--- config.mk ---
export PLATFORM = sky130hd
export DESIGN_NAME = smsd_host
export DESIGN_NICKNAME = d
export VERILOG_FILES = /design/src/smsd_pkg.sv /design/src/smsd_sync.sv /design/src/smsd_decode.sv /design/src/smsd_host.sv
export SDC_FILE = /design/constraint.sdc
export NUM_CORES = 1
export LEC_CHECK = 0
export BUFFER_PORTS_ARGS = -buffer_cell sky130_fd_sc_hd__buf_2
export CAP_MARGIN = 10
export CORE_UTILIZATION = 54
export CTS_CLUSTER_DIAMETER = 80
export DETAILED_ROUTE_END_ITERATION = 10
export GPL_TIMING_DRIVEN = 0
export MAX_ROUTING_LAYER = met4
export PLACE_DENSITY = 0.84
export SYNTH_ARGS = -nofsm -noshare
export SYNTH_HDL_FRONTEND = slang
export SYNTH_HIERARCHICAL = 1
export SYNTH_SLANG_ARGS = --single-unit
--- constraint.sdc ---
create_clock -name clk -period 3.5 [get_ports clk]
set_input_delay 0.525 -clock clk [delete_from_list [all_inputs] [get_ports clk]]
set_output_delay 0.525 -clock clk [all_outputs]
set_load 0.05 [all_outputs]
--- src/smsd_pkg.sv ---
package smsd_pkg;

	// status vectors reported by the controller
	localparam logic [3:0] ST_START = 4'hE;
	localparam logic [3:0] ST_TX = 4'hC;
	localparam logic [3:0] ST_RX = 4'h8;

	// response actions written by software
	localparam int ACT_W = 5;
	localparam logic [ACT_W-1:0] ACT_BEGIN = 5'h00;
	localparam logic [ACT_W-1:0] ACT_LOAD_ADDR = 5'h01;
	localparam logic [ACT_W-1:0] ACT_RESTART = 5'h02;
	localparam logic [ACT_W-1:0] ACT_ABORT = 5'h03;
	localparam logic [ACT_W-1:0] ACT_LOAD_DATA = 5'h04;
	localparam logic [ACT_W-1:0] ACT_STOP = 5'h05;
	localparam logic [ACT_W-1:0] ACT_STOP_START = 5'h06;
	localparam logic [ACT_W-1:0] ACT_REP_START = 5'h07;
	localparam logic [ACT_W-1:0] ACT_TO_RX = 5'h08;
	localparam logic [ACT_W-1:0] ACT_RX_ACK = 5'h09;
	localparam logic [ACT_W-1:0] ACT_RX_NACK_STOP = 5'h0A;
	localparam logic [ACT_W-1:0] ACT_RX_NACK_STOP_START = 5'h0B;
	localparam logic [ACT_W-1:0] ACT_RX_ACK_REP = 5'h0C;
	localparam logic [ACT_W-1:0] ACT_RX_NACK_REP = 5'h0D;
	localparam logic [ACT_W-1:0] ACT_RX_ACK_TX = 5'h0E;
	localparam logic [ACT_W-1:0] ACT_RX_NACK_TX = 5'h0F;

	// register map
	localparam int ADDR_W = 8;
	localparam logic [ADDR_W-1:0] REG_CMD = 8'h00;
	localparam logic [ADDR_W-1:0] REG_STATUS = 8'h04;
	localparam logic [ADDR_W-1:0] REG_IRQ_STAT = 8'h08;
	localparam logic [ADDR_W-1:0] REG_IRQ_MASK = 8'h0C;

	// command register fields
	localparam int CMD_ACT_LSB = 0;
	localparam int CMD_DATA_LSB = 8;
	localparam int BYTE_W = 8;

	// status register fields
	localparam int STS_VEC_LSB = 0;
	localparam int STS_ARB_BIT = 4;
	localparam int STS_ACK_BIT = 5;
	localparam int STS_SI_BIT = 6;
	localparam int STS_BUSY_BIT = 7;
	localparam int STS_EXP_LSB = 8;
	localparam int STS_EXPV_BIT = 12;
	localparam int STS_RX_LSB = 16;

	// interrupt bits
	localparam int IRQ_W = 3;
	localparam int IRQ_BYTE = 0;
	localparam int IRQ_ILLEGAL = 1;
	localparam int IRQ_UNEXP = 2;
	localparam logic [IRQ_W-1:0] IRQ_MASK_RST = 3'h0;

	// bus constants
	localparam int HTRANS_ACT_BIT = 1;
	localparam logic HRESP_OKAY = 1'b0;
	localparam int SYNC_STAGES = 2;

endpackage

--- src/smsd_sync.sv ---
`timescale 1ns/1ps
module smsd_sync
	import smsd_pkg::*;
#(
	parameter int WIDTH = 1
) (
	// clock and reset
	input wire logic clk,
	input wire logic nrst,
	// asynchronous in, synchronous out
	input wire logic [WIDTH-1:0] asyncIn,
	output logic [WIDTH-1:0] syncOut
);

	logic [WIDTH-1:0] stageQ [SYNC_STAGES];

	// first stage feeds only the second
	always_ff @(posedge clk or negedge nrst) begin
		if (!nrst) begin
			stageQ[0] <= '0;
			stageQ[1] <= '0;
		end else begin
			stageQ[0] <= asyncIn;
			stageQ[1] <= stageQ[0];
		end
	end

	assign syncOut = stageQ[1];

endmodule

--- src/smsd_decode.sv ---
`timescale 1ns/1ps
module smsd_decode
	import smsd_pkg::*;
(
	// latched controller state
	input wire logic [3:0] statusVec,
	input wire logic arbitration_lost_flag,
	input wire logic ackBit,
	input wire logic pending,
	// requested response
	input wire logic [ACT_W-1:0] action,
	// decoded response
	output logic legal,
	output logic beginVal,
	output logic haltVal,
	output logic ackVal,
	output logic loadData,
	output logic [3:0] expNext,
	output logic expValid
);

	logic txAck;
	logic txNack;
	logic rxReq;
	logic rowOk;

	// which table row the controller stands in
	assign txAck = pending && !arbitration_lost_flag && statusVec == ST_TX && ackBit;
	assign txNack = pending && !arbitration_lost_flag && statusVec == ST_TX && !ackBit;
	assign rxReq = pending && !arbitration_lost_flag && statusVec == ST_RX;
	assign legal = rowOk;

	// response values per action; transmit rows drive ack low as don't-care
	always_comb begin
		rowOk = 1'b0;
		beginVal = 1'b0;
		haltVal = 1'b0;
		ackVal = 1'b0;
		loadData = 1'b0;
		expNext = ST_START;
		expValid = 1'b0;
		case (action)
			ACT_BEGIN: begin
				rowOk = !pending;
				beginVal = 1'b1;
				expValid = 1'b1;
			end
			ACT_LOAD_ADDR: begin
				rowOk = pending && !arbitration_lost_flag && statusVec == ST_START;
				loadData = 1'b1;
				expNext = ST_TX;
				expValid = 1'b1;
			end
			ACT_RESTART: begin
				rowOk = txNack;
				beginVal = 1'b1;
				expValid = 1'b1;
			end
			ACT_ABORT: begin
				rowOk = txNack;
				haltVal = 1'b1;
			end
			ACT_LOAD_DATA: begin
				rowOk = txAck;
				loadData = 1'b1;
				expNext = ST_TX;
				expValid = 1'b1;
			end
			ACT_STOP: begin
				rowOk = txAck;
				haltVal = 1'b1;
			end
			ACT_STOP_START: begin
				rowOk = txAck;
				beginVal = 1'b1;
				haltVal = 1'b1;
			end
			ACT_REP_START: begin
				rowOk = txAck;
				beginVal = 1'b1;
				expValid = 1'b1;
			end
			ACT_TO_RX: begin
				rowOk = txAck;
				expNext = ST_RX;
				expValid = 1'b1;
			end
			ACT_RX_ACK: begin
				rowOk = rxReq;
				ackVal = 1'b1;
				expNext = ST_RX;
				expValid = 1'b1;
			end
			ACT_RX_NACK_STOP: begin
				rowOk = rxReq;
				haltVal = 1'b1;
			end
			ACT_RX_NACK_STOP_START: begin
				rowOk = rxReq;
				beginVal = 1'b1;
				haltVal = 1'b1;
				expValid = 1'b1;
			end
			ACT_RX_ACK_REP: begin
				rowOk = rxReq;
				beginVal = 1'b1;
				ackVal = 1'b1;
				expValid = 1'b1;
			end
			ACT_RX_NACK_REP: begin
				rowOk = rxReq;
				beginVal = 1'b1;
				expValid = 1'b1;
			end
			ACT_RX_ACK_TX: begin
				rowOk = rxReq;
				ackVal = 1'b1;
				loadData = 1'b1;
				expNext = ST_TX;
				expValid = 1'b1;
			end
			ACT_RX_NACK_TX: begin
				rowOk = rxReq;
				loadData = 1'b1;
				expNext = ST_TX;
				expValid = 1'b1;
			end
			default: begin
				rowOk = 1'b0;
			end
		endcase
	end

endmodule

--- src/smsd_host.sv ---
// Added by the designer: register access over AHB-Lite and the placing of the registers.
`timescale 1ns/1ps
module smsd_host
	import smsd_pkg::*;
(
	// clock and reset
	input wire logic clk,
	input wire logic nrst,
	// ahb-lite slave
	input wire logic hsel,
	input wire logic [31:0] haddr,
	input wire logic [1:0] htrans,
	input wire logic hwrite,
	input wire logic [2:0] hsize,
	input wire logic [31:0] hwdata,
	input wire logic hready,
	output logic hreadyout,
	output logic hresp,
	output logic [31:0] hrdata,
	// interrupt
	output logic irq,
	// controller status side
	input wire logic [3:0] statusVector,
	input wire logic arbitrationLostFlag,
	input wire logic ackReceived,
	input wire logic xferDone,
	input wire logic [BYTE_W-1:0] smbusDataRegisterRd,
	// controller response side
	output logic beginConditionRequest,
	output logic haltRequest,
	output logic ackValue,
	output logic [BYTE_W-1:0] smbusDataRegisterWr,
	output logic dataWriteStrobe,
	output logic xferDoneClear
);

	typedef enum logic [2:0] {
		S_IDLE,
		S_WAIT_CMD,
		S_LOAD,
		S_RELEASE,
		S_WAIT_CLR
	} smsd_state_type;

	localparam int SYNC_W = 1 + 4 + 1 + 1 + BYTE_W;

	smsd_state_type stateQ, stateD;
	logic [SYNC_W-1:0] syncIn;
	logic [SYNC_W-1:0] syncOut;
	logic siSync;
	logic siSyncDQ;
	logic [3:0] vecSync;
	logic arbSync;
	logic ackSync;
	logic [BYTE_W-1:0] rxSync;
	logic siNew;
	logic [3:0] vecQ;
	logic arbQ;
	logic ackQ;
	logic [BYTE_W-1:0] rxQ;
	logic [3:0] expQ;
	logic expValidQ;
	logic [ACT_W-1:0] actQ;
	logic addrOk;
	logic addrPhase;
	logic wrPendQ;
	logic [ADDR_W-1:0] wrAddrQ;
	logic cmdWrite;
	logic maskWrite;
	logic irqRead;
	logic [ACT_W-1:0] cmdAction;
	logic [BYTE_W-1:0] cmdData;
	logic pending;
	logic legal;
	logic decBegin;
	logic decHalt;
	logic decAck;
	logic decLoad;
	logic [3:0] decExp;
	logic decExpValid;
	logic cmdAccept;
	logic cmdIllegal;
	logic unexpected;
	logic [IRQ_W-1:0] irqSet;
	logic [IRQ_W-1:0] irqStatQ;
	logic [IRQ_W-1:0] irqMaskQ;
	logic [31:0] statusWord;
	logic [31:0] readMux;
	logic [31:0] hrdataQ;

	// controller signals cross into the clock domain together
	assign syncIn = {xferDone, statusVector, arbitrationLostFlag, ackReceived, smbusDataRegisterRd};
	smsd_sync #(.WIDTH(SYNC_W)) u_sync (
		.clk(clk),
		.nrst(nrst),
		.asyncIn(syncIn),
		.syncOut(syncOut)
	);
	assign {siSync, vecSync, arbSync, ackSync, rxSync} = syncOut;

	// flag seen for two cycles so status is settled when latched
	always_ff @(posedge clk or negedge nrst) begin
		if (!nrst) begin
			siSyncDQ <= 1'b0;
		end else begin
			siSyncDQ <= siSync;
		end
	end
	assign siNew = stateQ == S_IDLE && siSync && siSyncDQ;

	// latch status, ack and received byte at each byte event
	always_ff @(posedge clk or negedge nrst) begin
		if (!nrst) begin
			vecQ <= '0;
			arbQ <= 1'b0;
			ackQ <= 1'b0;
			rxQ <= '0;
		end else if (siNew) begin
			vecQ <= vecSync;
			arbQ <= arbSync;
			ackQ <= ackSync;
			rxQ <= rxSync;
		end
	end

	// ahb-lite address and data phase decode
	assign addrOk = haddr[31:ADDR_W] == '0;
	assign addrPhase = hsel && htrans[HTRANS_ACT_BIT] && hready;
	assign cmdWrite = wrPendQ && wrAddrQ == REG_CMD;
	assign maskWrite = wrPendQ && wrAddrQ == REG_IRQ_MASK;
	assign irqRead = addrPhase && !hwrite && addrOk && haddr[ADDR_W-1:0] == REG_IRQ_STAT;
	assign cmdAction = hwdata[CMD_ACT_LSB +: ACT_W];
	assign cmdData = hwdata[CMD_DATA_LSB +: BYTE_W];
	assign hreadyout = 1'b1;
	assign hresp = HRESP_OKAY;
	assign hrdata = hrdataQ;

	// capture write address, register read data
	always_ff @(posedge clk or negedge nrst) begin
		if (!nrst) begin
			wrPendQ <= 1'b0;
			wrAddrQ <= '0;
			hrdataQ <= '0;
		end else begin
			wrPendQ <= addrPhase && hwrite && addrOk;
			wrAddrQ <= haddr[ADDR_W-1:0];
			if (addrPhase && !hwrite) begin
				hrdataQ <= readMux;
			end
		end
	end

	// status word and read selection, unmapped reads zero
	always_comb begin
		statusWord = '0;
		statusWord[STS_VEC_LSB +: 4] = vecQ;
		statusWord[STS_ARB_BIT] = arbQ;
		statusWord[STS_ACK_BIT] = ackQ;
		statusWord[STS_SI_BIT] = siSync;
		statusWord[STS_BUSY_BIT] = stateQ != S_IDLE && stateQ != S_WAIT_CMD;
		statusWord[STS_EXP_LSB +: 4] = expQ;
		statusWord[STS_EXPV_BIT] = expValidQ;
		statusWord[STS_RX_LSB +: BYTE_W] = rxQ;
	end
	assign readMux = !addrOk ? '0 :
		haddr[ADDR_W-1:0] == REG_STATUS ? statusWord :
		haddr[ADDR_W-1:0] == REG_IRQ_STAT ? {{(32-IRQ_W){1'b0}}, irqStatQ} :
		haddr[ADDR_W-1:0] == REG_IRQ_MASK ? {{(32-IRQ_W){1'b0}}, irqMaskQ} : '0;

	// response decode against the latched row
	assign pending = stateQ == S_WAIT_CMD;
	smsd_decode u_decode (
		.statusVec(vecQ),
		.arbitration_lost_flag(arbQ),
		.ackBit(ackQ),
		.pending(pending),
		.action(cmdAction),
		.legal(legal),
		.beginVal(decBegin),
		.haltVal(decHalt),
		.ackVal(decAck),
		.loadData(decLoad),
		.expNext(decExp),
		.expValid(decExpValid)
	);
	assign cmdAccept = cmdWrite && legal && (stateQ == S_IDLE || stateQ == S_WAIT_CMD);
	assign cmdIllegal = cmdWrite && !cmdAccept;
	assign unexpected = siNew && expValidQ && vecSync != expQ;

	// sequencer: data write precedes the flag clear
	always_comb begin
		stateD = stateQ;
		case (stateQ)
			S_IDLE: begin
				if (cmdAccept) begin
					stateD = S_RELEASE; // begin from idle must reach the controller
				end else if (siNew) begin
					stateD = S_WAIT_CMD;
				end
			end
			S_WAIT_CMD: begin
				if (cmdAccept) begin
					stateD = decLoad ? S_LOAD : S_RELEASE;
				end
			end
			S_LOAD: begin
				stateD = S_RELEASE;
			end
			S_RELEASE: begin
				stateD = S_WAIT_CLR;
			end
			S_WAIT_CLR: begin
				if (!siSync) begin
					stateD = S_IDLE;
				end
			end
			default: begin
				stateD = S_IDLE;
			end
		endcase
	end

	always_ff @(posedge clk or negedge nrst) begin
		if (!nrst) begin
			stateQ <= S_IDLE;
		end else begin
			stateQ <= stateD;
		end
	end

	// response levels and expected next status
	always_ff @(posedge clk or negedge nrst) begin
		if (!nrst) begin
			beginConditionRequest <= 1'b0;
			haltRequest <= 1'b0;
			ackValue <= 1'b0;
			smbusDataRegisterWr <= '0;
			actQ <= ACT_BEGIN;
			expQ <= ST_START;
			expValidQ <= 1'b0;
		end else if (cmdAccept) begin
			beginConditionRequest <= decBegin;
			haltRequest <= decHalt;
			ackValue <= decAck;
			actQ <= cmdAction;
			expQ <= decExp;
			expValidQ <= decExpValid;
			if (decLoad) begin
				smbusDataRegisterWr <= cmdData;
			end
		end else if (siNew) begin
			expValidQ <= 1'b0;
		end
	end

	// strobes to the controller
	assign dataWriteStrobe = stateQ == S_LOAD;
	assign xferDoneClear = stateQ == S_RELEASE;

	// sticky events, set wins over read clear
	assign irqSet[IRQ_BYTE] = siNew;
	assign irqSet[IRQ_ILLEGAL] = cmdIllegal;
	assign irqSet[IRQ_UNEXP] = unexpected;
	always_ff @(posedge clk or negedge nrst) begin
		if (!nrst) begin
			irqStatQ <= '0;
			irqMaskQ <= IRQ_MASK_RST;
		end else begin
			irqStatQ <= (irqRead ? '0 : irqStatQ) | irqSet;
			if (maskWrite) begin
				irqMaskQ <= hwdata[IRQ_W-1:0];
			end
		end
	end
	assign irq = |(irqStatQ & irqMaskQ);

	// checks on the response presented when the flag is cleared
	chk_addr_load_levels: assert property (@(posedge clk) disable iff (!nrst)
		(xferDoneClear && actQ == ACT_LOAD_ADDR) |->
		(!beginConditionRequest && !haltRequest && $past(dataWriteStrobe) && expQ == ST_TX))
		else $error("address load must write data with begin and halt low");
	chk_nack_choice: assert property (@(posedge clk) disable iff (!nrst)
		(xferDoneClear && vecQ == ST_TX && !ackQ) |->
		(beginConditionRequest != haltRequest && !$past(dataWriteStrobe)))
		else $error("after a refused byte only restart or abort may follow");
	chk_tx_continue: assert property (@(posedge clk) disable iff (!nrst)
		(xferDoneClear && actQ == ACT_LOAD_DATA) |->
		($past(dataWriteStrobe) && expValidQ && expQ == ST_TX && !beginConditionRequest))
		else $error("next data byte must be written with expectation 1100");
	chk_stop_start: assert property (@(posedge clk) disable iff (!nrst)
		(xferDoneClear && actQ == ACT_STOP_START) |->
		(beginConditionRequest && haltRequest && !expValidQ))
		else $error("halt then begin must drive both requests high");
	chk_rx_switch: assert property (@(posedge clk) disable iff (!nrst)
		(xferDoneClear && actQ == ACT_TO_RX) |->
		(!$past(dataWriteStrobe) && expQ == ST_RX && !haltRequest))
		else $error("switch to receive must not write data");
	chk_rx_ack_cont: assert property (@(posedge clk) disable iff (!nrst)
		(xferDoneClear && actQ == ACT_RX_ACK) |->
		(ackValue && !beginConditionRequest && !haltRequest && expQ == ST_RX))
		else $error("acknowledge and continue levels wrong");
	chk_rx_halt: assert property (@(posedge clk) disable iff (!nrst)
		(xferDoneClear && actQ == ACT_RX_NACK_STOP) |->
		(!ackValue && haltRequest && !beginConditionRequest))
		else $error("final byte halt levels wrong");
	chk_rx_repeat: assert property (@(posedge clk) disable iff (!nrst)
		(xferDoneClear && (actQ == ACT_RX_ACK_REP || actQ == ACT_RX_NACK_REP)) |->
		(beginConditionRequest && !haltRequest && expQ == ST_START
		&& ackValue == (actQ == ACT_RX_ACK_REP)))
		else $error("repeated begin from receive levels wrong");
	chk_rx_to_tx: assert property (@(posedge clk) disable iff (!nrst)
		(dataWriteStrobe && (actQ == ACT_RX_ACK_TX || actQ == ACT_RX_NACK_TX)) |=>
		(xferDoneClear && !beginConditionRequest && !haltRequest && expQ == ST_TX))
		else $error("data must be written one cycle before the flag clear");
	chk_accept_release: assert property (@(posedge clk) disable iff (!nrst)
		(cmdAccept && stateQ == S_WAIT_CMD) |-> ##[1:2] xferDoneClear)
		else $error("accepted response not released within two cycles");

endmodule

==> results of run 1 <==
-- per-layer routing --
layer  track usage [%]  vias up  wire [um]
met4              10.6        0        212
met1              26.2     1457       3360
met3              5.72       20        527
met2              37.2      125       4260
li1                  -     1411          -
met5                 -        -          0
-- per-stage QoR --
step | hold slack [ns] | area, um^2 | utilization, % | instances
after floorplan | 0.229 | 4260 | - | 359
after global placement | 0.332 | 4880 | 65.9 | 557
after detailed placement | 0.335 | 4910 | 66.3 | 558
after CTS | 0.154 | 5080 | 68.6 | 574
after global routing | 0.170 | 5080 | 68.6 | 574
final | 0.140 | 5080 | 68.6 | 574
-- area by class of cell --
class	instances	area, um^2	area share [%]
clock buffers	15	166	3.27
inverters	5	18.8	0.369
clock inverters	1	8.76	0.172
flip-flops and latches	100	2510	49.3
well taps	99	124	2.44
repair buffers	100	526	10.3
multi-input cells	212	1440	28.3
plain buffers	42	298	5.86
-- synthesized netlist by cell type (all sizes together), types with 2 or more instances --
master and instances:
dfrtp 97, nand2 48, buf 36, mux2 36, o21ai 21, a21oi 9, nor4 9, clkbuf 6
nand2b 6, nor2 6, nor3 6, o31ai 6, or3 6, nand4 5, xnor2 5, conb 4
inv 4, a31oi 3, dfstp 3, nand3 3, nand3b 3, o41ai 3, a2111oi 2, and4b 2
mux2i 2, nor2b 2, or4 2
-- cells in the final DEF, fill, tap and decap left out, drive strengths merged, types with 2 or more instances in the layout --
| cell type | instances |
|---|---|
| dfstp | 3 |
| a21oi | 9 |
| buf | 136 |
| clkinv | 2 |
| conb | 15 |
| nand2b | 6 |
| dfrtp | 97 |
| nor2 | 6 |
| nand3b | 3 |
| o21ai | 21 |
| o41ai | 3 |
| nor3 | 6 |
| nand4 | 5 |
| nand3 | 3 |
| nor2b | 2 |
| clkbuf | 21 |
| nor4 | 9 |
| nand2 | 48 |
| o31ai | 6 |
| a2111oi | 2 |
| or3 | 6 |
| and4b | 2 |
| or4 | 2 |
| mux2i | 2 |
| xnor2 | 5 |
| a31oi | 3 |
| inv | 4 |
| mux2 | 36 |
-- cell families (layout without fill, tap and decap cells) --
logic type,after synthesis,after routing,synth area share (%)
buf+inv,47,163,7.50
xor+xnor,5,5,1.04
simple gates,105,105,14.1
mux,38,38,10.1
other cells,4,15,0.356
flops,100,100,59.4
compound gates,49,49,7.51
-- worst max-delay path: cells and delay by family, from the launching register on --
kind,cells,cell delay (ns)
muxes,1,0.38
AOI/OAI and AO/OA,1,0.72
DFF,1,0.46
and+or+nand+nor,4,1.14
-- how the worst min path moves through the flow --
| stage | endpoint | slack [ns] | cells after the start |
|---|---|---|---|
| 2_1_floorplan | ackQ | 0.23 | 0 |
| 3_3_place_gp | u_sync/syncOut[0] | 0.33 | 0 |
| 3_5_place_dp | u_sync/syncOut[11] | 0.33 | 0 |
| 4_1_cts | u_sync/stageQ[16] | 0.15 | 1 |
| 5_1_grt | rxQ[0] | 0.17 | 1 |
| 6_report | u_sync/stageQ[16] | 0.14 | 1 |
-- power by group --
| group | leakage (nW) | switching [W] | total [W] | internal, W |
|---|---|---|---|---|
| sequential | 1.25 | 0.0000885 | 0.00135 | 0.00126 |
| clock | 0.0879 | 0.000357 | 0.000658 | 0.000300 |
| combinational | 1.13 | 0.000156 | 0.000318 | 0.000162 |
-- sequential cells by signal (all words and copies together) (netlist names) --
name                   flops
u_sync/stageQ             15
stateQ                     3
haltRequest                1
u_sync/syncOut            15
ackQ                       1
wrAddrQ                    8
ackValue                   1
rxQ                        8
irqMaskQ                   3
irqStatQ                   3
expValidQ                  1
smbusDataRegisterWr        8
vecQ                       4
hrdata                    21
expQ                       4
wrPendQ                    1
beginConditionRequest      1
arbQ                       1
siSyncDQ                   1
==> impl.org, run 1 <==
** Clock network
- Total setup buffers inserted after CTS :: 0
- The number of hold buffers added after CTS was 0.
- In this run, CTS created clock tree buffers numbering 9.
- TritonCTS built the clock tree.
- The tree built by TritonCTS fans out to 100 sinks.
- The clock reaches the later pin of the worst-skew pair after 0.36 ns.
- Max Root-Sink Buffers :: 2
- Buffer type at the clock tree root :: clkbuf_8
- Post-cts repair resize count :: 0
- Number of levels in the clock H-tree :: 3
- Clock edge transition at the registers on the reported setup and hold paths :: 0.08 ns

** Timing
- RSZ-0062 raised after global routing :: no
- Max Clk Rate :: 355 MHz
- The final critical path takes up 80.5% of the cycle.
- The number of slew-limit violations in the final report came to 0.
- Setup violations remaining at the end of the flow were counted as 0.
- For the final routed database, the setup TNS stands at 0 ns.
- Final Hold Fails :: 0
- Layout Skew :: 0.0113 ns
- Final min period :: 2.82 ns
- Measured against its own limit, the worst slew margin works out to 41.2%.
- Final Worst Setup Slack :: 0.683 ns
- At the pin with the least slew margin, the transition time is 0.874 ns.

** Finish
- Filler cell count in the final layout :: 560
- The post-route netlist has 41.5% of its cells at a drive strength greater than 1.
- After the last flow step, the layout net total stands at 559.
- Count of antenna diodes in the layout :: 0
- Area added between synthesis and finish :: 20.5%

** Detailed routing
- DRC marker count from the first detailed-route iteration :: 109
- Once detail routing completed, the nets flagged for antenna violations numbered 0.
- Routed wirelength normalized by instance count :: 14.6 um
- Via Count :: 3013
- For this run, design rule violations remaining after detail routing come to 0.
- 1st-pass router iterations :: 4
- Using the TritonRoute via totals, the vias-per-cell ratio works out to 5.25.
- For this block, the routed nets add up to 8350 um of wire.

** Global routing
- Number of antenna violations at the first check in global routing :: 0
- First-pass GRT wire length :: 13900 um
- Overflow left after global routing :: 0
- Entering global routing, the biggest net connects 60 pins.
- Via count of the first global-routing pass :: 2977
- Overall Global Routing Usage :: 22.6%

** Place
- Detailed-placement wirelength estimate :: 6220 um
- At the end of routability-driven placement, the weighted congestion stood at 0.841.
- Input and output buffers added on the ports amount to 99.
- Before CTS, the worst setup slack after placement is 0.424 ns.

** Setup path
- The critical path starts at stateQ[1].
- Last element of the critical path :: expQ[0]
- Critical path peak fanout :: 8
- The largest individual stage delay along the critical path comes from the cell o31ai_1.
- Critical R2R Launch :: stateQ[1]
- Ordered list of cells on the worst path :: nor2_1 -> and2_1 -> nand4_1 -> o31ai_1 -> nand3_2 -> mux2_2
- Worst Path Arrival :: 3.06 ns
- On the worst path, the slowest cell contributes a delay of 0.72 ns.
- Nature of the critical path startpoint :: register
- The endpoint identified for the worst register-to-register timing path is expQ[0].
- The worst register-to-register path has a setup slack of 0.68 ns.
- Number of cells traversed by the worst register-to-register path :: 6
- The critical path is of the reg -> reg type.
- STA classifies the critical path endpoint as a register.
- CP Data Required Time :: 3.75 ns

** Floorplan
- I/O pin cnt :: 137
- Core Rows :: 31
- Area of the die :: 8170 um^2
- From left edge to right edge, the die measures 90.4 um.
- The total area inside the core boundary comes to 7410 um^2.
- For this configuration, the core starts out at a cell density of 56.9%.
- Die Span Y :: 90.4 um

** Synthesis
- Synthesized area divided by synthesized cell count :: 12.1 um^2
- The synthesized design spends more area on one cell type than any other, namely dfrtp_1.
- Asr flop ratio synth :: 100%
- After synthesis, the largest area contributor takes up 57.5% of total cell area.
- FF+latch count, synth :: 100
- Top post-synthesis cells by area :: dfrtp_1 58%, mux2_2 9.6%, buf_4 5.3%, nand2_1 4.3%, o21ai_0 2.3%
- Mapped Area :: 4220 um^2
- Of the synthesized area, sequential elements account for 59.4%.
- Dominant register cell in the synthesized netlist :: dfrtp_1
- Synthesis handed over a netlist of 348 instances.
- In this run, distinct cell masters in the synthesized netlist total 49.
- Post-synth EDFFs :: 0
- Yosys printed 6 warnings.

** Worst hold path
- Worst hold-check path type :: in -> async

** Power and ir drop
- Dividing total power by cell area gives a power density of 458 nW/um^2.
- Across the VDD grid, the largest voltage drop is 0.259 mV.
- Power after layout :: 0.00233 W
- Static leakage :: 2.47 nW

** Status
- Run status :: completed

** Run
- Across the run, the number of max-cap violations was 0.
Note: power is estimated with default switching activity, not from simulation.
==> run 2: changes to the inputs <==
Settings changed: ABC_AREA from default to 1, CORE_UTILIZATION 54 to 46, PLACE_DENSITY 0.84 to 0.76.
Clock period 3.5 ns to 2.36 ns, I/O delays scaled along.
==> impl.org, run 2 <==
** Status
- Run status :: completed

** Global routing
- Entering global routing, the biggest net connects 77 pins.
- The number of global-route vias before repair is 3223.
- The number of antenna violations at the first check in global routing came to 0.
- Global routing finished with a remaining overflow of 0.
- First-pass GRT wire length :: 14500 um
- In the global route stage, overall resource usage came out at 19.5%.

** Detailed routing
- Using the TritonRoute via totals, the vias-per-cell ratio works out to 4.64.
- The final route contains 3278 vias.
- Routed wirelength normalized by instance count :: 12.4 um
- The first detailed-routing pass ran for 5 iterations.
- DRC marker count from the first detailed-route iteration :: 222
- In the routed design, unresolved DRC markers number 0.
- For this block, the routed nets add up to 8740 um of wire.
- Antenna Violating Nets Remaining :: 0

** Worst hold path
- Hold_sp :: xferDone
- Counting instances, the worst hold path has a depth of 1.
- Worst hold-check path type :: in -> reg

** Finish
- Count of antenna diodes in the layout :: 0
- For this run, the number of standard cells in the final layout without fillers is 707.
- Fraction of layout instances using a drive strength above 1 :: 34.6%
- Leaving out fill and tap cells, the most frequent cell in the layout is nand2_1.
- Leaving out fill and tap cells, the most frequent cells in the layout are 101 x nand2_1, 99 x buf_2, 97 x dfrtp_1.
- Max reg flops :: 21
- Area added between synthesis and finish :: 21.6%
- Net total in the final layout :: 662

** Clock network
- The tree is rooted in a clkbuf_8.
- Sink count of the clock tree :: 100
- Number of levels in the clock H-tree :: 3
- Cts bufs inserted :: 9
- After clock tree synthesis, the setup repair step added 0 buffers.
- Clock network latency to the later pin of the worst-skew pair :: 0.37 ns
- In this run the deepest clock path goes through 2 buffers.
- Clock-pin slew was measured on the worst setup and hold paths at 0.10 ns.
- TritonCTS built the clock tree.

** Setup path
- Critical R2R Launch :: stateQ[2]
- Setup slack on the worst reg-to-reg path comes out at 0.23 ns.
- Along the worst path, the maximum fanout reaches 10.
- Beginning of the critical path :: stateQ[2]
- Worst setup EP type :: register
- Number of cells traversed by the worst register-to-register path :: 12
- STA classifies the critical path startpoint as a register.
- Data arrives at the worst endpoint at 2.42 ns.
- CP Data Required Time :: 2.65 ns
- Class of the most critical setup path :: reg -> reg

** Synthesis
- Yosys instantiated no cell more often than nand2_1.
- For this run, asynchronously set or reset flops after synthesis account for 100%.
- The cell area that synthesis handed to floorplanning was 4390 um^2.
- After technology mapping, the gate count stands at 449.
- In this run, synthesis inferred 0 flip-flops with an integrated enable.
- Yosys warning total :: 6
- In the synthesized netlist the dominant register cell turns out to be dfrtp_1.
- FF+latch count, synth :: 100
- By area the synthesized netlist is led by dfrtp_1 55%, nand2_1 8.6%, nand3_1 6.0%, buf_4 5.3%, inv_1 3.6%.
- Number of library cell types mapped by synthesis :: 32
- Synth top area share :: 55.3%
- dfrtp_1 takes more of the synthesized area than any other cell.
- In this run the mean area of a mapped cell was 9.78 um^2.
- Counting instances in the post-synthesis netlist gives the leading cell types as 101 x nand2_1, 97 x dfrtp_1, 53 x nand3_1, 42 x inv_1, 32 x nor2_1.
- Portion of the post-synthesis area used by sequential elements :: 57.1%

** Place
- After legalization and detailed placement, the total HPWL measured 6570 um.
- Final GP Congestion :: 0.862
- Buffers placed on the I/O ports in this run total 100.
- The number of placed instances, taps included, is 690.

** Floorplan
- I/O pin cnt :: 137
- The floorplan step defined a die boundary enclosing 9940 um^2.
- Effective utilization at floorplan :: 47.5%
- Measured along the x axis, the die boundary spans 99.7 um.
- Core Rows :: 35
- The floorplan step defined a core boundary enclosing 9240 um^2.
- Die Span Y :: 99.7 um

** Power and ir drop
- Overall power consumption after layout is estimated at 0.00308 W.
- In this run the static leakage power is 2.90 nW.
- VDD IR max :: 0.538 mV
- Power density cells :: 578 nW/um^2

** Timing
- Min Hold Slack :: 0.0801 ns
- Setup repair after global routing left no endpoint under its margin.
- The final hold violation count came to 0.
- Final slew viol count :: 0
- Setup violations remaining at the end of the flow were counted as 0.
- The clock arrives with 0.00863 ns of skew.
- Pin slew with the least headroom to its limit :: 0.608 ns
- The routed design could run at a clock period as short as 2.13 ns.
- Max Clk Rate :: 469 MHz
- Headroom to the max-slew limit came out at 59.2%.
- Dividing the final minimum period by the clock period gives 90.3%.

** Run
- Across the run, the number of max-cap violations was 0.
run 2: changes by cell type after synthesis, sizes merged, moves of 8 or more:
cell	previous run	this run
nor2	6	40
nor4	9	1
nand2	48	104
mux2	36	14
inv	4	46
nand3	3	57
run 2: where the power goes:
part	internal, W	switching (W)
registers	0.00175	0.00000918
logic	0.000101	0.000157
clock network	0.000419	0.000650
run 2: kinds of logic after synthesis:
logic type / count (synthesis) / share of synthesized area (%)
simple gates: 212 / 22.5
compound gates: 30 / 4.36
buf+inv: 85 / 10.8
mux: 14 / 4.11
flops: 100 / 57.1
other cells: 4 / 0.342
xor+xnor: 4 / 0.798
run 2: path summary, 6_finish.rpt:
path,end
worst max-delay path,expQ[2]
worst min register to register,u_sync/syncOut[8]
min in group asynchronous,hrdata[23]
worst min-delay path,u_sync/stageQ[29]
worst max register to register,expQ[2]
max in group asynchronous,expQ[1]
run 2: what timing repair did:
item | 4_1_cts | 5_1_grt
hold endpoints to repair | 23 | 0
hold buffers | 1 | 0
gates resized for setup | 0 | 0
run 2: cell type report:
cell class	count	area (um^2)
buffer	38	297
clock buffer	9	124
clock inverter	7	78.8
fill	806	3910
inverter	47	176
multi-input combinational	275	1450
sequential	100	2510
tap	129	161
timing repair buffer	102	541
run 2: metal layers:
layer | routed length, um | global-route usage, % | part of all wire, % | vias up
li1 | - | - | - | 1627
met1 | 3670 | 22.9 | 42 | 1499
met2 | 4300 | 32.4 | 49 | 138
met3 | 590 | 3.65 | 6.8 | 14
met4 | 180 | 9.28 | 2.1 | 0
met5 | 0 | - | 0 | -
run 2: worst max-delay path, cell delays in order (launching register included):
cell and delay (ns):
dfrtp_1 0.43, inv_1 0.14, nand3_1 0.11, inv_1 0.10, inv_1 0.07, nor3_1 0.20, nand2_1 0.08, nor2_1 0.08
nand2_1 0.06, nand2_1 0.16, nand3_2 0.24, buf_6 0.22, o21ai_0 0.16
run 2: through the flow:
step                      cell area [um^2]  setup WS [ns]  setup TNS, ns  util, %
after floorplan                       4430          0.481              0        -
after global placement                5090        -0.0172         -0.870     55.1
after detailed placement              5120          0.258              0     55.4
after CTS                             5340          0.233              0     57.7
after global routing                  5340         0.0180              0     57.7
final                                 5340          0.229              0     57.7
==> run 3: changes to the inputs <==
--- a/config.mk
+++ b/config.mk
@@ -10,3 +10,3 @@
 export CAP_MARGIN = 10
-export CORE_UTILIZATION = 46
+export CORE_UTILIZATION = 45
 export CTS_CLUSTER_DIAMETER = 80
@@ -15,3 +15,3 @@
 export MAX_ROUTING_LAYER = met4
-export PLACE_DENSITY = 0.76
+export PLACE_DENSITY_LB_ADDON = 0.2
 export SYNTH_ARGS = -nofsm -noshare
--- a/constraint.sdc
+++ b/constraint.sdc
@@ -3,2 +3,2 @@
 set_output_delay 0.354 -clock clk [all_outputs]
-set_load 0.05 [all_outputs]
+set_load 0.1 [all_outputs]
==> impl.org, run 3 (synthesized netlist as in run 2, its figures left out) <==
** Place
- DP Cell Count :: 690
- The HPWL after detailed placement is 6240 um.
- Final GP Congestion :: 0.860
- At the placement stage, the worst setup path has a slack of 0.209 ns.
- Input and output buffers added on the ports amount to 100.

** Clock network
- Clock tree synthesis selected as its root buffer the cell clkbuf_8.
- Clock-pin slew was measured on the worst setup and hold paths at 0.10 ns.
- CTS tree :: built
- Number of levels in the clock H-tree :: 3
- In this run, post-CTS repair resized a total of 0 instances.
- Cts bufs inserted :: 9
- Sink count of the clock tree :: 100
- After clock tree synthesis, the setup repair step added 0 buffers.
- At the later pin of the worst-skew pair, clock insertion delay measures 0.37 ns.
- The longest clock path from root to sink contains 2 buffers.

** Floorplan
- Area of the die :: 10200 um^2
- Core Rows :: 35
- Core area :: 9330 um^2
- 137 I/O pins were placed.
- The floorplan step set the die width to 101 um.
- The die is 101 um tall.
- Effective utilization at floorplan :: 47.1%

** Setup path
- Among all stages on the critical path, the largest delay is contributed by dfrtp_1.
- The most numerous cell type found on the critical path is nand2_1.
- The cell family contributing the most delay on the critical path is simple AND/OR/NAND/NOR gates.
- Slowest stage delay, CP :: 0.43 ns
- Along the worst path, the maximum fanout reaches 10.
- Reg-to-reg endpoint :: smbusDataRegisterWr[6]
- Nature of the critical path startpoint :: register
- STA puts the critical path data arrival time at 2.41 ns.
- STA classifies the critical path endpoint as a register.
- The signal on the critical path passes through inv_1 -> nand3_1 -> inv_1 -> inv_1 -> nor3_1 -> nand2_1 -> nor2_1 -> nand2_1 -> nand2_1 -> nand4_2 -> buf_6 -> nand2_1 -> o21ai_2.
- The worst register-to-register path has a setup slack of 0.22 ns.
- Number of cells traversed by the worst register-to-register path :: 13
- The setup path with the least slack is of type reg -> reg.
- CP Data Required Time :: 2.63 ns
- Critical R2R Launch :: stateQ[2]
- Crit path buffers/inverters :: 4

** Timing
- The worst pin sits at a relative slew slack of 60.3%.
- Max Clk Rate :: 467 MHz
- Final worst-path cycle share :: 90.8%
- RSZ-0062 raised after global routing :: yes
- Layout Skew :: 0.00778 ns
- The clock period could shrink to 2.14 ns.
- Pin slew with the least headroom to its limit :: 0.591 ns
- Final Worst Setup Slack :: 0.218 ns
- Setup violations remaining at the end of the flow were counted as 0.
- The number of slew-limit violations in the final report is 0.
- Final Hold Fails :: 0

** Finish
- The top cell types in the final layout, fill and taps aside, are 101 x nand2_1, 99 x buf_2, 97 x dfrtp_1.
- Multi-input gate area in the final layout :: 1460 um^2
- Max reg flops :: 21
- Count of antenna diodes in the layout :: 0
- From synthesis to final layout, the design area changed by 22.0%.
- Sequential cell area in the final layout :: 2510 um^2
- The finished layout holds 707 standard cells, fillers aside.
- Filler cell count in the final layout :: 843
- Fraction of layout instances using a drive strength above 1 :: 34.8%
- Utilization after layout :: 57.4%
- Leading cell type in the layout, fill and taps excluded :: nand2_1
- Net total in the final layout :: 662

** Power and ir drop
- VDD sags by at most 0.345 mV.
- Summed over all cells, the static leakage comes to 2.90 nW.
- Dividing total power by cell area gives a power density of 600 nW/um^2.

** Global routing
- Number of antenna violations at the first check in global routing :: 0
- First-pass GRT wire length :: 14100 um
- For this run, the total global-route usage over all layers was measured as 18.6%.
- Summed over all layers, the global routing overflow is 0.
- Pin count of the biggest net entering global routing :: 72
- Via count of the first global-routing pass :: 3131

** Worst hold path
- Number of instances on the worst hold path :: 1
- In this run the worst hold path is classified as in -> reg.
- Hold_sp :: smbusDataRegisterRd[3]
- Hold Path End :: u_sync/stageQ[18]

** Detailed routing
- For this run, the detailed router's first-pass iteration total came to 4.
- In this run the remaining antenna-violating nets after routing total 0.
- Via Count :: 3172
- Remaining DRCs :: 0
- After detailed routing, the total wire length is 8450 um.
- After detailed routing, the number of vias per cell comes to 4.49.
- DRC marker count from the first detailed-route iteration :: 99
- Routed wirelength normalized by instance count :: 12.0 um

** Status
- The run finished with clean final reports.

** Run
- Max-capacitance violation count :: 0
-- run 3: cell types whose count changed in the layout (fill, tap and decap cells not counted), sizes merged --
cell,before,now
bufinv,0,1
clkinv,3,2
-- run 3: power breakdown --
group	internal (W)	switching [W]	leakage (nW)	total, W
registers	0.00175	0.00000888	1.26	0.00175
logic	0.000100	0.000201	1.54	0.000301
clock network	0.000517	0.000640	0.103	0.00116
-- run 3: timing repair --
item	4_1_cts	5_1_grt
endpoints found under the setup margin	0	4
hold buffers	1	0
hold endpoints to repair	29	0
-- run 3: metrics by stage --
stage               power [W]  cell area [um^2]  TNS [ns]  hold slack [ns]
finish                0.00321              5350         0           0.0824
global route          0.00335              5350   -0.0494           0.0594
CTS                   0.00325              5350         0           0.0647
detailed placement    0.00209              5130         0            0.326
global placement      0.00208              5100     -7.71            0.333
floorplan             0.00197              4440         0           0.0584
-- run 3: final cells by class --
class                   instances  area share (%)
inverters                      47            3.30
clock buffers                   9            2.31
flip-flops and latches        100            46.8
clock inverters                 7            1.73
repair buffers                102            10.1
multi-input cells             275            27.2
well taps                     129            3.01
plain buffers                  38            5.54
-- run 3: worst max path at each step --
stage	from	to	cells after the start
floorplan	stateQ[0]	xferDoneClear	2
global placement	nrst	u_sync/stageQ[16]	1
detailed placement	stateQ[2]	smbusDataRegisterWr[6]	13
CTS	stateQ[2]	smbusDataRegisterWr[6]	13
global route	stateQ[2]	beginConditionRequest	12
finish	stateQ[2]	smbusDataRegisterWr[6]	13
-- run 3: worst register-to-register path, stage by stage, from the launching register on --
cell	delay, ns
dfrtp_1	0.43
inv_1	0.14
nand3_1	0.11
inv_1	0.11
inv_1	0.07
nor3_1	0.22
nand2_1	0.08
nor2_1	0.08
nand2_1	0.06
nand2_1	0.14
nand4_2	0.24
buf_6	0.23
nand2_1	0.08
o21ai_2	0.05
-- run 3: per-layer routing --
metal	vias to the layer above	share of wire, %	GRT usage [%]
met5	-	0	-
met4	0	2.2	8.81
met3	15	7.0	3.61
met2	120	44	29.6
met1	1417	46	23.1
li1	1620	-	-
